===== src/rtl/psslc_pkg.sv =====
// constants shared by the slot status and link control two register block
package psslc_pkg;

   ////////////////////////////////////////////////////////////////////////////
   // register indices and byte addresses (byte address is four times the index)
   localparam int ADDR_W = 10;
   localparam logic [7:0] IDX_SLOT_STATUS = 8'h5a;
   localparam logic [7:0] IDX_DEV_CAP2 = 8'h64;
   localparam logic [7:0] IDX_DEV_CTL2 = 8'h68;
   localparam logic [7:0] IDX_DEV_STS2 = 8'h6a;
   localparam logic [7:0] IDX_LINK_CAP2 = 8'h6c;
   localparam logic [7:0] IDX_LINK_CTL2 = 8'h70;
   localparam logic [9:0] ADDR_SLOT_STATUS = {IDX_SLOT_STATUS, 2'b00};
   localparam logic [9:0] ADDR_DEV_CAP2 = {IDX_DEV_CAP2, 2'b00};
   localparam logic [9:0] ADDR_DEV_CTL2 = {IDX_DEV_CTL2, 2'b00};
   localparam logic [9:0] ADDR_DEV_STS2 = {IDX_DEV_STS2, 2'b00};
   localparam logic [9:0] ADDR_LINK_CAP2 = {IDX_LINK_CAP2, 2'b00};
   localparam logic [9:0] ADDR_LINK_CTL2 = {IDX_LINK_CTL2, 2'b00};

   ////////////////////////////////////////////////////////////////////////////
   // slot status field positions
   localparam int BIT_ATTN = 0;
   localparam int BIT_PFAULT = 1;
   localparam int BIT_LATCH_CHG = 2;
   localparam int BIT_PRES_CHG = 3;
   localparam int BIT_CMD_DONE = 4;
   localparam int BIT_LATCH = 5;
   localparam int BIT_PRES = 6;
   localparam int BIT_LOCK = 7;
   localparam int BIT_LINK_CHG = 8;

   // index of each clearable flag in the internal flag vector
   localparam int FLAG_N = 6;
   localparam int FL_ATTN = 0;
   localparam int FL_PFAULT = 1;
   localparam int FL_LATCH = 2;
   localparam int FL_PRES = 3;
   localparam int FL_CMD = 4;
   localparam int FL_LINK = 5;
   localparam logic [5:0] FLAGS_RESET = 6'h00;

   ////////////////////////////////////////////////////////////////////////////
   // link control two fields
   localparam int TLS_LSB = 0;
   localparam int TLS_W = 4;
   localparam int BIT_COMPLY = 4;
   localparam int BIT_AUTO_BLK = 5;
   localparam logic [3:0] SPEED_GEN1 = 4'h1;
   localparam logic [3:0] SPEED_GEN2 = 4'h2;
   localparam logic [3:0] TLS_RESET = SPEED_GEN2;
   localparam logic COMPLY_RESET = 1'b0;
   localparam logic AUTO_BLK_VALUE = 1'b0;

   ////////////////////////////////////////////////////////////////////////////
   // synchronised pin inputs: attention, power fault, latch, presence, interlock
   localparam int SYN_N = 5;
   localparam int SY_ATTN = 0;
   localparam int SY_PFAULT = 1;
   localparam int SY_LATCH = 2;
   localparam int SY_PRES = 3;
   localparam int SY_LOCK = 4;
   localparam logic [4:0] SYN_RESET = 5'h08;

endpackage


===== src/rtl/psslc_sync_edge.sv =====
// two-stage synchronisers with rise and change detection per input bit
`timescale 1ns/1ns
module psslc_sync_edge #(
   parameter int N = 5,
   parameter logic [N-1:0] RST_VAL = '0
) (
   // clock and reset
   input wire logic clk_i,
   input wire logic rst_n_i,
   // asynchronous levels
   input wire logic [N-1:0] async_i,
   // synchronised view
   output logic [N-1:0] level_o,
   output logic [N-1:0] rise_o,
   output logic [N-1:0] change_o
);

   logic [N-1:0] stage1;
   logic [N-1:0] stage2;
   logic [N-1:0] prev;
   logic [2:0] armed;

   // edges are held off until prev holds a real pin sample, so a pin that
   // differs from its reset value raises no false event after reset
   always_ff @(posedge clk_i or negedge rst_n_i) begin
      if (!rst_n_i) begin
         armed <= 3'h0;
      end else begin
         armed <= {armed[1:0], 1'b1};
      end
   end

   genvar g;
   generate
      for (g = 0; g < N; g++) begin : g_bit
         always_ff @(posedge clk_i or negedge rst_n_i) begin
            if (!rst_n_i) begin
               stage1[g] <= RST_VAL[g];
               stage2[g] <= RST_VAL[g];
               prev[g] <= RST_VAL[g];
            end else begin
               stage1[g] <= async_i[g];
               stage2[g] <= stage1[g];
               prev[g] <= stage2[g];
            end
         end
         assign level_o[g] = stage2[g];
         assign rise_o[g] = stage2[g] & ~prev[g] & armed[2];
         assign change_o[g] = (stage2[g] ^ prev[g]) & armed[2];
      end
   endgenerate

endmodule


===== src/rtl/psslc_cmd_track.sv =====
// tracks one slot control command from its write until all actions finish
`timescale 1ns/1ns
module psslc_cmd_track (
   // clock and reset
   input wire logic clk_i,
   input wire logic rst_n_i,
   input wire logic hot_reset_i,
   // command source and action status
   input wire logic cmd_write_i,
   input wire logic actions_busy_i,
   input wire logic actions_done_i,
   // completion pulse
   output logic done_o
);

   logic pending;
   logic next_pending;
   logic finish;

   // completion only once nothing is left outstanding on the expander side
   assign finish = pending & actions_done_i & ~actions_busy_i;

   // a write opens exactly one command, however many fields it touches
   assign next_pending = hot_reset_i ? 1'b0 :
                         cmd_write_i ? 1'b1 :
                         finish ? 1'b0 : pending;

   always_ff @(posedge clk_i or negedge rst_n_i) begin
      if (!rst_n_i) begin
         pending <= 1'b0;
      end else begin
         pending <= next_pending;
      end
   end

   assign done_o = finish;

endmodule


===== src/rtl/psslc_top.sv =====
// slot status and link control two registers behind an avalon-mm slave
//
// The implementer's own choice: the Avalon-MM slave port.
`timescale 1ns/1ns
module psslc_top (
   // clock and fundamental reset
   input wire logic clk_i,
   input wire logic rst_n_i,
   // hot reset from the port, same clock
   input wire logic hot_reset_i,
   // avalon-mm slave
   input wire logic [9:0] avs_address_i,
   input wire logic avs_read_i,
   input wire logic avs_write_i,
   input wire logic [31:0] avs_writedata_i,
   input wire logic [3:0] avs_byteenable_i,
   output logic [31:0] avs_readdata_o,
   output logic avs_waitrequest_o,
   // slot pins, asynchronous
   input wire logic attention_button_i,
   input wire logic power_fault_i,
   input wire logic latch_open_i,
   input wire logic card_present_i,
   input wire logic interlock_engaged_i,
   // port logic, same clock
   input wire logic link_active_flag_i,
   input wire logic slot_ctl_write_i,
   input wire logic slot_actions_busy_i,
   input wire logic slot_actions_done_i,
   input wire logic downstream_port_i,
   input wire logic retrain_req_i,
   // link control outputs
   output logic [3:0] target_speed_o,
   output logic force_compliance_o,
   output logic [3:0] compliance_speed_o,
   output logic advertise_gen2_o,
   output logic autonomous_speed_block_o,
   output logic speed_change_req_o,
   output logic command_completed_o
);

   ////////////////////////////////////////////////////////////////////////////
   // pin synchronisers and edge detection
   logic [psslc_pkg::SYN_N-1:0] pins_async;
   logic [psslc_pkg::SYN_N-1:0] pins_level;
   logic [psslc_pkg::SYN_N-1:0] pins_rise;
   logic [psslc_pkg::SYN_N-1:0] pins_change;

   assign pins_async = {interlock_engaged_i, card_present_i, latch_open_i, power_fault_i, attention_button_i};

   psslc_sync_edge #(
      .N(psslc_pkg::SYN_N),
      .RST_VAL(psslc_pkg::SYN_RESET)
   ) u_sync (
      .clk_i(clk_i),
      .rst_n_i(rst_n_i),
      .async_i(pins_async),
      .level_o(pins_level),
      .rise_o(pins_rise),
      .change_o(pins_change)
   );

   ////////////////////////////////////////////////////////////////////////////
   // command tracking
   logic cmd_done;

   psslc_cmd_track u_cmd (
      .clk_i(clk_i),
      .rst_n_i(rst_n_i),
      .hot_reset_i(hot_reset_i),
      .cmd_write_i(slot_ctl_write_i),
      .actions_busy_i(slot_actions_busy_i),
      .actions_done_i(slot_actions_done_i),
      .done_o(cmd_done)
   );

   ////////////////////////////////////////////////////////////////////////////
   // link active change detection, input already on this clock
   logic link_active_prev;
   logic link_active_chg;

   assign link_active_chg = link_active_flag_i ^ link_active_prev;

   always_ff @(posedge clk_i or negedge rst_n_i) begin
      if (!rst_n_i) begin
         link_active_prev <= 1'b0;
      end else begin
         link_active_prev <= link_active_flag_i;
      end
   end

   ////////////////////////////////////////////////////////////////////////////
   // bus handshake: one wait cycle, then the access completes
   logic bus_req;
   logic bus_accept;
   logic next_waitrequest;

   assign bus_req = avs_read_i | avs_write_i;
   assign bus_accept = bus_req & ~avs_waitrequest_o;
   assign next_waitrequest = ~(bus_req & avs_waitrequest_o);

   always_ff @(posedge clk_i or negedge rst_n_i) begin
      if (!rst_n_i) begin
         avs_waitrequest_o <= 1'b1;
      end else begin
         avs_waitrequest_o <= next_waitrequest;
      end
   end

   ////////////////////////////////////////////////////////////////////////////
   // address decode
   logic hit_status;
   logic hit_ctl2;
   logic hit_zero;
   logic wr_status;
   logic wr_ctl2;

   assign hit_status = avs_address_i == psslc_pkg::ADDR_SLOT_STATUS;
   assign hit_ctl2 = avs_address_i == psslc_pkg::ADDR_LINK_CTL2;
   assign hit_zero = (avs_address_i == psslc_pkg::ADDR_DEV_CAP2) |
                     (avs_address_i == psslc_pkg::ADDR_DEV_CTL2) |
                     (avs_address_i == psslc_pkg::ADDR_DEV_STS2) |
                     (avs_address_i == psslc_pkg::ADDR_LINK_CAP2);
   assign wr_status = bus_accept & avs_write_i & hit_status;
   assign wr_ctl2 = bus_accept & avs_write_i & hit_ctl2 & avs_byteenable_i[0];

   ////////////////////////////////////////////////////////////////////////////
   // clearable event flags
   logic [psslc_pkg::FLAG_N-1:0] flags;
   logic [psslc_pkg::FLAG_N-1:0] flag_set;
   logic [psslc_pkg::FLAG_N-1:0] flag_clr;
   logic [psslc_pkg::FLAG_N-1:0] next_flags;
   logic [7:0] clr_lane0;
   logic clr_lane1;

   assign flag_set[psslc_pkg::FL_ATTN] = pins_rise[psslc_pkg::SY_ATTN];
   assign flag_set[psslc_pkg::FL_PFAULT] = pins_rise[psslc_pkg::SY_PFAULT];
   assign flag_set[psslc_pkg::FL_LATCH] = pins_change[psslc_pkg::SY_LATCH];
   assign flag_set[psslc_pkg::FL_PRES] = pins_change[psslc_pkg::SY_PRES];
   assign flag_set[psslc_pkg::FL_CMD] = cmd_done;
   assign flag_set[psslc_pkg::FL_LINK] = link_active_chg;

   assign clr_lane0 = wr_status & avs_byteenable_i[0] ? avs_writedata_i[7:0] : 8'h00;
   assign clr_lane1 = wr_status & avs_byteenable_i[1] & avs_writedata_i[psslc_pkg::BIT_LINK_CHG];

   // only ones written clear; zeros leave the flag alone
   assign flag_clr[psslc_pkg::FL_ATTN] = clr_lane0[psslc_pkg::BIT_ATTN];
   assign flag_clr[psslc_pkg::FL_PFAULT] = clr_lane0[psslc_pkg::BIT_PFAULT];
   assign flag_clr[psslc_pkg::FL_LATCH] = clr_lane0[psslc_pkg::BIT_LATCH_CHG];
   assign flag_clr[psslc_pkg::FL_PRES] = clr_lane0[psslc_pkg::BIT_PRES_CHG];
   assign flag_clr[psslc_pkg::FL_CMD] = clr_lane0[psslc_pkg::BIT_CMD_DONE];
   assign flag_clr[psslc_pkg::FL_LINK] = clr_lane1;

   // a new event in the clearing cycle wins; hot reset clears non-sticky flags
   assign next_flags = hot_reset_i ? psslc_pkg::FLAGS_RESET : (flag_set | (flags & ~flag_clr));

   always_ff @(posedge clk_i or negedge rst_n_i) begin
      if (!rst_n_i) begin
         flags <= psslc_pkg::FLAGS_RESET;
      end else begin
         flags <= next_flags;
      end
   end

   ////////////////////////////////////////////////////////////////////////////
   // sticky link control two fields, cleared only by the fundamental reset
   logic [3:0] target_speed;
   logic comply;
   logic [3:0] next_tls;
   logic next_comply;

   assign next_tls = wr_ctl2 ? avs_writedata_i[psslc_pkg::TLS_LSB +: psslc_pkg::TLS_W] : target_speed;
   assign next_comply = wr_ctl2 ? avs_writedata_i[psslc_pkg::BIT_COMPLY] : comply;

   always_ff @(posedge clk_i or negedge rst_n_i) begin
      if (!rst_n_i) begin
         target_speed <= psslc_pkg::TLS_RESET;
         comply <= psslc_pkg::COMPLY_RESET;
      end else begin
         target_speed <= next_tls;
         comply <= next_comply;
      end
   end

   ////////////////////////////////////////////////////////////////////////////
   // read data assembly
   logic [15:0] status_word;
   logic [15:0] ctl2_word;
   logic [31:0] read_mux;

   assign status_word[psslc_pkg::BIT_ATTN] = flags[psslc_pkg::FL_ATTN];
   assign status_word[psslc_pkg::BIT_PFAULT] = flags[psslc_pkg::FL_PFAULT];
   assign status_word[psslc_pkg::BIT_LATCH_CHG] = flags[psslc_pkg::FL_LATCH];
   assign status_word[psslc_pkg::BIT_PRES_CHG] = flags[psslc_pkg::FL_PRES];
   assign status_word[psslc_pkg::BIT_CMD_DONE] = flags[psslc_pkg::FL_CMD];
   assign status_word[psslc_pkg::BIT_LATCH] = pins_level[psslc_pkg::SY_LATCH];
   assign status_word[psslc_pkg::BIT_PRES] = pins_level[psslc_pkg::SY_PRES];
   assign status_word[psslc_pkg::BIT_LOCK] = pins_level[psslc_pkg::SY_LOCK];
   assign status_word[psslc_pkg::BIT_LINK_CHG] = flags[psslc_pkg::FL_LINK];
   assign status_word[15:9] = 7'h00;

   assign ctl2_word[3:0] = target_speed;
   assign ctl2_word[psslc_pkg::BIT_COMPLY] = comply;
   assign ctl2_word[psslc_pkg::BIT_AUTO_BLK] = psslc_pkg::AUTO_BLK_VALUE;
   assign ctl2_word[15:6] = 10'h000;

   // reserved two registers and unmapped addresses return zero
   assign read_mux = hit_status ? {16'h0000, status_word} :
                     hit_ctl2 ? {16'h0000, ctl2_word} :
                     hit_zero ? 32'h0000_0000 : 32'h0000_0000;

   always_ff @(posedge clk_i or negedge rst_n_i) begin
      if (!rst_n_i) begin
         avs_readdata_o <= 32'h0000_0000;
      end else if (avs_read_i & avs_waitrequest_o) begin
         avs_readdata_o <= read_mux;
      end
   end

   ////////////////////////////////////////////////////////////////////////////
   // link side outputs
   logic next_adv_gen2;

   // downstream ports only advertise 5.0 Gbps when the target allows it
   assign next_adv_gen2 = ~downstream_port_i | (target_speed == psslc_pkg::SPEED_GEN2);

   always_ff @(posedge clk_i or negedge rst_n_i) begin
      if (!rst_n_i) begin
         target_speed_o <= psslc_pkg::TLS_RESET;
         force_compliance_o <= psslc_pkg::COMPLY_RESET;
         compliance_speed_o <= psslc_pkg::TLS_RESET;
         advertise_gen2_o <= 1'b1;
         autonomous_speed_block_o <= psslc_pkg::AUTO_BLK_VALUE;
         speed_change_req_o <= 1'b0;
         command_completed_o <= 1'b0;
      end else begin
         target_speed_o <= target_speed;
         force_compliance_o <= comply;
         compliance_speed_o <= target_speed;
         advertise_gen2_o <= next_adv_gen2;
         autonomous_speed_block_o <= psslc_pkg::AUTO_BLK_VALUE;
         speed_change_req_o <= retrain_req_i;
         command_completed_o <= flags[psslc_pkg::FL_CMD];
      end
   end

endmodule


===== config.mk =====
export PLATFORM = sky130hd
export DESIGN_NAME = psslc_top
export DESIGN_NICKNAME = d
export VERILOG_FILES = /design/src/rtl/psslc_pkg.sv /design/src/rtl/psslc_sync_edge.sv /design/src/rtl/psslc_cmd_track.sv /design/src/rtl/psslc_top.sv
export SDC_FILE = /design/constraint.sdc
export NUM_CORES = 1
export LEC_CHECK = 0
export BUFFER_PORTS_ARGS = -buffer_cell sky130_fd_sc_hd__buf_2
export CAP_MARGIN = 20
export CORE_ASPECT_RATIO = 1.1
export CORE_MARGIN = 2
export CORE_UTILIZATION = 39
export DETAILED_ROUTE_END_ITERATION = 10
export GPL_TIMING_DRIVEN = 0
export MAX_ROUTING_LAYER = met4
export PLACE_DENSITY = 0.84
export SYNTH_ARGS = -nofsm -noshare
export SYNTH_HDL_FRONTEND = slang
export SYNTH_SLANG_ARGS = --single-unit

===== constraint.sdc =====
create_clock -name clk_i -period 1.43 [get_ports clk_i]
set_input_delay 0.286 -clock clk_i [delete_from_list [all_inputs] [get_ports clk_i]]
set_output_delay 0.286 -clock clk_i [all_outputs]
set_load 0.02 [all_outputs]

==> impl_metrics.yaml, run 1 <==
status:
  status: "complete, but fails checks"
  violations: "negative setup slack"
clock_tree:
  cts.htree.levels: 2
  cts_tree: "built"
  path_clk_slew_ns: 0.08
  cts_max_path_buffers: 2
  clock-sinks: 48
  clock_latency_ns: 0.30
  cts_buffers: 5
  cts_root_buffer: "clkbuf_8"
sta:
  rsz0062_at_grt: "true"
  final.setup.tns_ns: -3.79
  min_period_over_period_pct: 123
  hold_viol: 0
  fin_ws_ns: -0.327
  hold_ws_ns: 0.0849
  slew_violations: 0
  fmax_mhz: 569
  fin_worst_skew_ns: 0.00865
  setup_viol: 19
  period_minus_slack_ns: 1.76
final_layout:
  final_area_mm2: 0.00265
  utilization_pct: 56.5
  fin_nets: 300
  area.growth.synth_to_final_pct: 39.1
  drive_above_1_share_pct: 53.1
  num-fill-cells: 402
  finalNonFillerCells: 295
  multi_input_area_um2: 601
  seq_area_mm2: 0.00121
  diodes: 0
synthesis:
  seq_area_frac_synth_pct: 63.6
  yosysWarnings: 0
  synth_seq_cells: 48
  yosysMostFrequentCell: "dfrtp_1"
  synth_edf_count: 0
  yosys.area.top_type: "dfrtp_1"
  synthTopCellsByCount: "41 x dfrtp_1, 28 x buf_4, 9 x a22o_1"
  syn_area_mm2: 0.00190
  synth.distinct_cells: 30
  async_reset_ff_share_pct: 100
  yosys-top-cells-area: "dfrtp_1 54%, buf_4 11%, dfstp_2 9.7%"
  synth-main-ff-cell: "dfrtp_1"
  netlist_instances: 142
  syn_area_per_cell_um2: 13.4
  yosys.area.top_type_share_pct: 53.9
grt:
  overflow: 0
  grt_antenna_before_repair: 0
  grt_max_degree: 49
  grt_pass1_vias: 1263
  grt_pass1_wl_um: 5680
  track_usage_pct: 13.8
routing:
  vias: 1284
  drt_iter0_markers: 49
  vias_per_cell: 4.35
  wl_um: 3710
  firstDrtPassIters: 4
  drc: 0
  drtAntennaViolNets: 0
  wl_per_cell_um: 12.6
floorplanning:
  fp.dieW_um: 70.6
  ioPinCount: 108
  start_util_pct: 40.6
  fp.coreArea_mm2: 0.00468
  die_area_mm2: 0.00545
  die_h_um: 77.2
  row_count: 26
place:
  dp_cells: 276
  gp_congestion: 0.723
  dp_hpwl_um: 2570
  port_buffers: 55
  placement.cell_area_mm2: 0.00233
  pre_cts_slack_ns: -0.787
setup_path:
  r2r-end: "target_speed[3]"
  crit_type: "input pin to flip-flop"
  r2r_slack_ns: -0.08
  endpoint: "target_speed[3]"
  critical_path_required_ns: 1.61
  r2r_start: "avs_waitrequest_o"
  end_kind: "flip-flop"
  setup.worst_path.start: "avs_address_i[4]"
  start_kind: "input pin"
  cp.arrival_ns: 1.94
  cp_max_fo: 5
  r2r.worst_path.cells: 4
flow_run:
  drv_cap: 0
pwr:
  vdd_drop_max_mv: 1.00
  p_leak_nw: 1.47
  finalPower_mw: 2.84
  powerDensity_mw_per_mm2: 1070
min_path:
  hold_path.class: "input pin to flip-flop"
==> per-layer routing <==
| layer | GRT usage [%] | up-vias | routed length, µm |
|---|---|---|---|
| met5 | - | - | 0 |
| met4 | 5.66 | 0 | 73 |
| met3 | 3.81 | 9 | 262 |
| met2 | 24.7 | 52 | 2030 |
| met1 | 14.1 | 600 | 1340 |
| li1 | - | 623 | - |
==> timing repair <==
action / 4_1_cts / 5_1_grt
hold buffers: 0 / 1
endpoints found under the setup margin: 19 / 20
pin swaps: 10 / 6
cloned: 0 / 0
gates resized for setup: 7 / 16
setup buffers: 5 / 4
hold endpoints to repair: 0 / 4
==> cell families after synthesis <==
group                     count (synthesis)  share of synthesized area (%)
buffers and inverters                    36                           13.0
DFF                                      48                           63.6
xor gates and xnor gates                  3                           1.38
AOI/OAI and AO/OA                        29                           10.4
and+or+nand+nor                          19                           7.50
muxes                                     5                           3.68
other                                     2                          0.395
==> power breakdown <==
group          internal, mW  total (mW)  leakage [nW]  switching [mW]
Combinational         0.129       0.291         0.798           0.162
Clock                 0.698        1.11        0.0654           0.416
Sequential             1.41        1.44         0.603          0.0265
Total                  2.24        2.84          1.47           0.605
==> sequential cells by signal (all words and copies together), names as in the netlist, 3 cells and up <==
register and count:
target_speed 4, u_sync.stage1 5, avs_readdata_o 9, flags 6, u_sync.armed 3, compliance_speed_o 4, u_sync.prev 4, u_sync.level_o 5
==> worst max-delay path: stages <==
cell and delay, ns:
buf_6 0.09, or4b_4 0.53, or2_4 0.24, or3b_1 0.36, buf_6 0.15, mux2_4 0.29
==> area by class of cell <==
cell class | count | area share (%)
inverters | 6 | 0.851
flip-flops and latches | 48 | 45.7
clock buffers | 6 | 2.74
well taps | 56 | 2.65
repair buffers | 66 | 14.5
plain buffers | 30 | 8.56
multi-input cells | 81 | 22.7
clock inverters | 2 | 2.27
==> placed cells by master, fill, tap and decap left out, types with 2 or more instances in the layout <==
cell type / Yosys / routed
a21o_1: 5 / 5
a21oi_1: 7 / 5
a21oi_2: 0 / 2
a22o_1: 9 / 9
buf_2: 0 / 54
buf_4: 28 / 36
buf_6: 1 / 3
bufinv_16: 0 / 2
clkbuf_8: 0 / 5
conb_1: 2 / 25
dfrtp_1: 41 / 41
dfstp_2: 7 / 7
inv_1: 6 / 6
mux2_4: 4 / 4
nand2_1: 3 / 3
nand2b_1: 2 / 2
nand3b_1: 4 / 4
o21ai_2: 0 / 5
xor2_1: 2 / 2
==> worst min-delay path by stage <==
stage	slack, ns	depth (start not counted)	start	to
after global placement	0.33	0	u_sync.armed[0]	u_sync.armed[1]
final	0.08	1	card_present_i	u_sync.stage1[3]
after detailed placement	0.34	0	u_sync.stage1[0]	u_sync.level_o[0]
after global routing	0.07	1	card_present_i	u_sync.stage1[3]
after floorplan	-0.01	0	rst_n_i	avs_readdata_o[0]
after CTS	0.07	1	card_present_i	u_sync.stage1[3]
Note: power is estimated with default switching activity, not from simulation.
==> run 2: changes to the inputs <==
--- a/config.mk
+++ b/config.mk
@@ -9,5 +9,4 @@
 export CAP_MARGIN = 20
 export CORE_ASPECT_RATIO = 1.1
-export CORE_MARGIN = 2
 export CORE_UTILIZATION = 39
 export DETAILED_ROUTE_END_ITERATION = 10
==> constraint.sdc (replaced) <==
create_clock -name clk_i -period 1.43 [get_ports clk_i]
set_input_delay 0.0715 -clock clk_i [delete_from_list [all_inputs] [get_ports clk_i]]
set_output_delay 0.0715 -clock clk_i [all_outputs]
set_load 0.02 [all_outputs]
==> run 2 against run 1 <==
  * The flow still finishes with violations (negative setup slack)
  * Hold slack got worse by 0.076 ns
  * Combinational power grew 6%
  * Die area decreased by 5.3%
  * Sequential share of layout area shrank 0.58 points
  * Total power decreased by 8.7%
  * Largest power group unchanged
==> impl_metrics.yaml, run 2 (synthesis gave the netlist of run 1 again) <==
status:
  status: "complete, but fails checks"
  violations: "negative setup slack"
sta:
  min_period_over_period_pct: 108
  slew_violations: 0
  fmax_mhz: 647
  period_minus_slack_ns: 1.55
  setup_viol: 6
  hold_viol: 0
  rsz0062_at_grt: "true"
  hold_ws_ns: 0.00898
  fin_ws_ns: -0.115
  fin_worst_skew_ns: 0.0107
pwr:
  intPower_mw: 2.00
  seqPwrFrac_pct: 55.3
  p_leak_nw: 1.48
  switching_share_pct: 23.1
  finalPower_mw: 2.59
  vdd_drop_max_mv: 0.682
  comb_power_share_pct: 11.9
  powerDensity_mw_per_mm2: 969
  p_clk_share_pct: 32.9
  p_sw_mw: 0.598
floorplanning:
  die_h_um: 75.2
  start_util_pct: 40.9
  fp.dieW_um: 68.6
  die_area_mm2: 0.00516
  row_count: 26
  ioPinCount: 108
  fp.coreArea_mm2: 0.00465
min_path:
  min_path_cells: 3
  hold_path.class: "input pin to flip-flop"
  hp-start: "slot_ctl_write_i"
  min_to: "u_cmd.pending"
place:
  pre_cts_slack_ns: -0.526
  gp_congestion: 0.747
  dp_hpwl_um: 2430
  placement.cell_area_mm2: 0.00233
  port_buffers: 55
setup_path:
  end_kind: "flip-flop"
  cp.arrival_ns: 1.73
  start_kind: "input pin"
  r2r.worst_path.cells: 4
  r2r-end: "target_speed[3]"
  cp_max_fo: 5
  critical_path_required_ns: 1.61
  r2r_start: "avs_waitrequest_o"
  crit_type: "input pin to flip-flop"
  r2r_slack_ns: -0.10
routing:
  vias_per_cell: 4.35
  drt_iter0_markers: 61
  drtAntennaViolNets: 0
  wl_per_cell_um: 11.7
  firstDrtPassIters: 4
  drc: 0
  wl_um: 3550
  vias: 1317
final_layout:
  drive_above_1_share_pct: 48.6
  largest_register_ffs: 9
  largest_registers: "avs_readdata_o (9), flags (6)"
  diodes: 0
  final_common_cell: "buf_2"
  final_cell_mix: "55 x buf_2, 41 x dfrtp_1, 32 x buf_4"
  final_area_mm2: 0.00268
  utilization_pct: 57.6
  largest_register: "avs_readdata_o"
  fin_nets: 308
  num-fill-cells: 380
  area.growth.synth_to_final_pct: 40.9
clock_tree:
  clock_latency_ns: 0.30
  cts.htree.levels: 2
  cts_root_buffer: "clkbuf_8"
  clock-sinks: 48
  cts_buffers: 5
  path_clk_slew_ns: 0.08
  cts_tree: "built"
  cts_max_path_buffers: 2
grt:
  grt_pass1_wl_um: 5490
  grt_pass1_vias: 1296
  grt_max_degree: 49
  track_usage_pct: 15.5
  overflow: 0
  grt_antenna_before_repair: 0
flow_run:
  drv_cap: 0
## run 2: metal layers
layer | part of all wire (%) | GRT usage (%) | wire length [µm] | vias up
met1 | 39 | 16.5 | 1400 | 610
met3 | 7.6 | 4.55 | 269 | 8
li1 | - | - | - | 643
met5 | 0 | - | 0 | -
met2 | 51 | 26.0 | 1820 | 56
met4 | 1.8 | 7.41 | 63 | 0
## run 2: stage by stage
step / TNS, ns / instances
after floorplan: -2.23 / 165
after global placement: -7.55 / 276
after detailed placement: -8.02 / 276
after CTS: -0.561 / 300
after global routing: -0.767 / 303
final: -0.476 / 303
## run 2: worst max path at each step
stage,startpoint,endpoint,slack (ns),depth (start not counted)
after floorplan,avs_address_i[1],comply,-0.33,5
after global placement,avs_address_i[2],avs_readdata_o[1],-0.48,5
after detailed placement,avs_address_i[2],avs_readdata_o[0],-0.53,5
after CTS,avs_address_i[4],target_speed[3],-0.11,6
after global routing,avs_address_i[4],target_speed[3],-0.13,6
final,avs_address_i[4],target_speed[3],-0.12,6
## run 2: timing repair
| item | 4_1_cts | 5_1_grt |
|---|---|---|
| hold buffers | 12 | 0 |
| pin swaps | 4 | 2 |
| hold endpoints to repair | 51 | 0 |
| setup endpoints to repair | 18 | 15 |
| gates resized for setup | 7 | 14 |
| cloned | 0 | 1 |
| setup buffers | 4 | 1 |
## run 2: cell type report
type,count,area (µm²),share of cell area (%)
well taps,56,70.1,2.62
flip-flops and latches,48,1210,45.2
repair buffers,74,468,17.5
clock buffers,8,100,3.74
inverters,6,22.5,0.841
plain buffers,30,233,8.69
multi-input cells,81,576,21.5
## run 2: critical path, cell delays in order
cell and delay [ns]:
buf_6 0.09, or4b_4 0.53, or2_4 0.24, or3b_1 0.36, buf_6 0.15, mux2_4 0.29
## run 2: power by group through the flow
stage | Combinational, mW | Sequential, mW | Clock [mW]
after CTS | 0.292 | 1.43 | 0.873
after detailed placement | 0.254 | 1.46 | 0
final | 0.308 | 1.43 | 0.852
after floorplan | 0.152 | 1.46 | 0
after global placement | 0.250 | 1.45 | 0
after global routing | 0.339 | 1.44 | 0.938
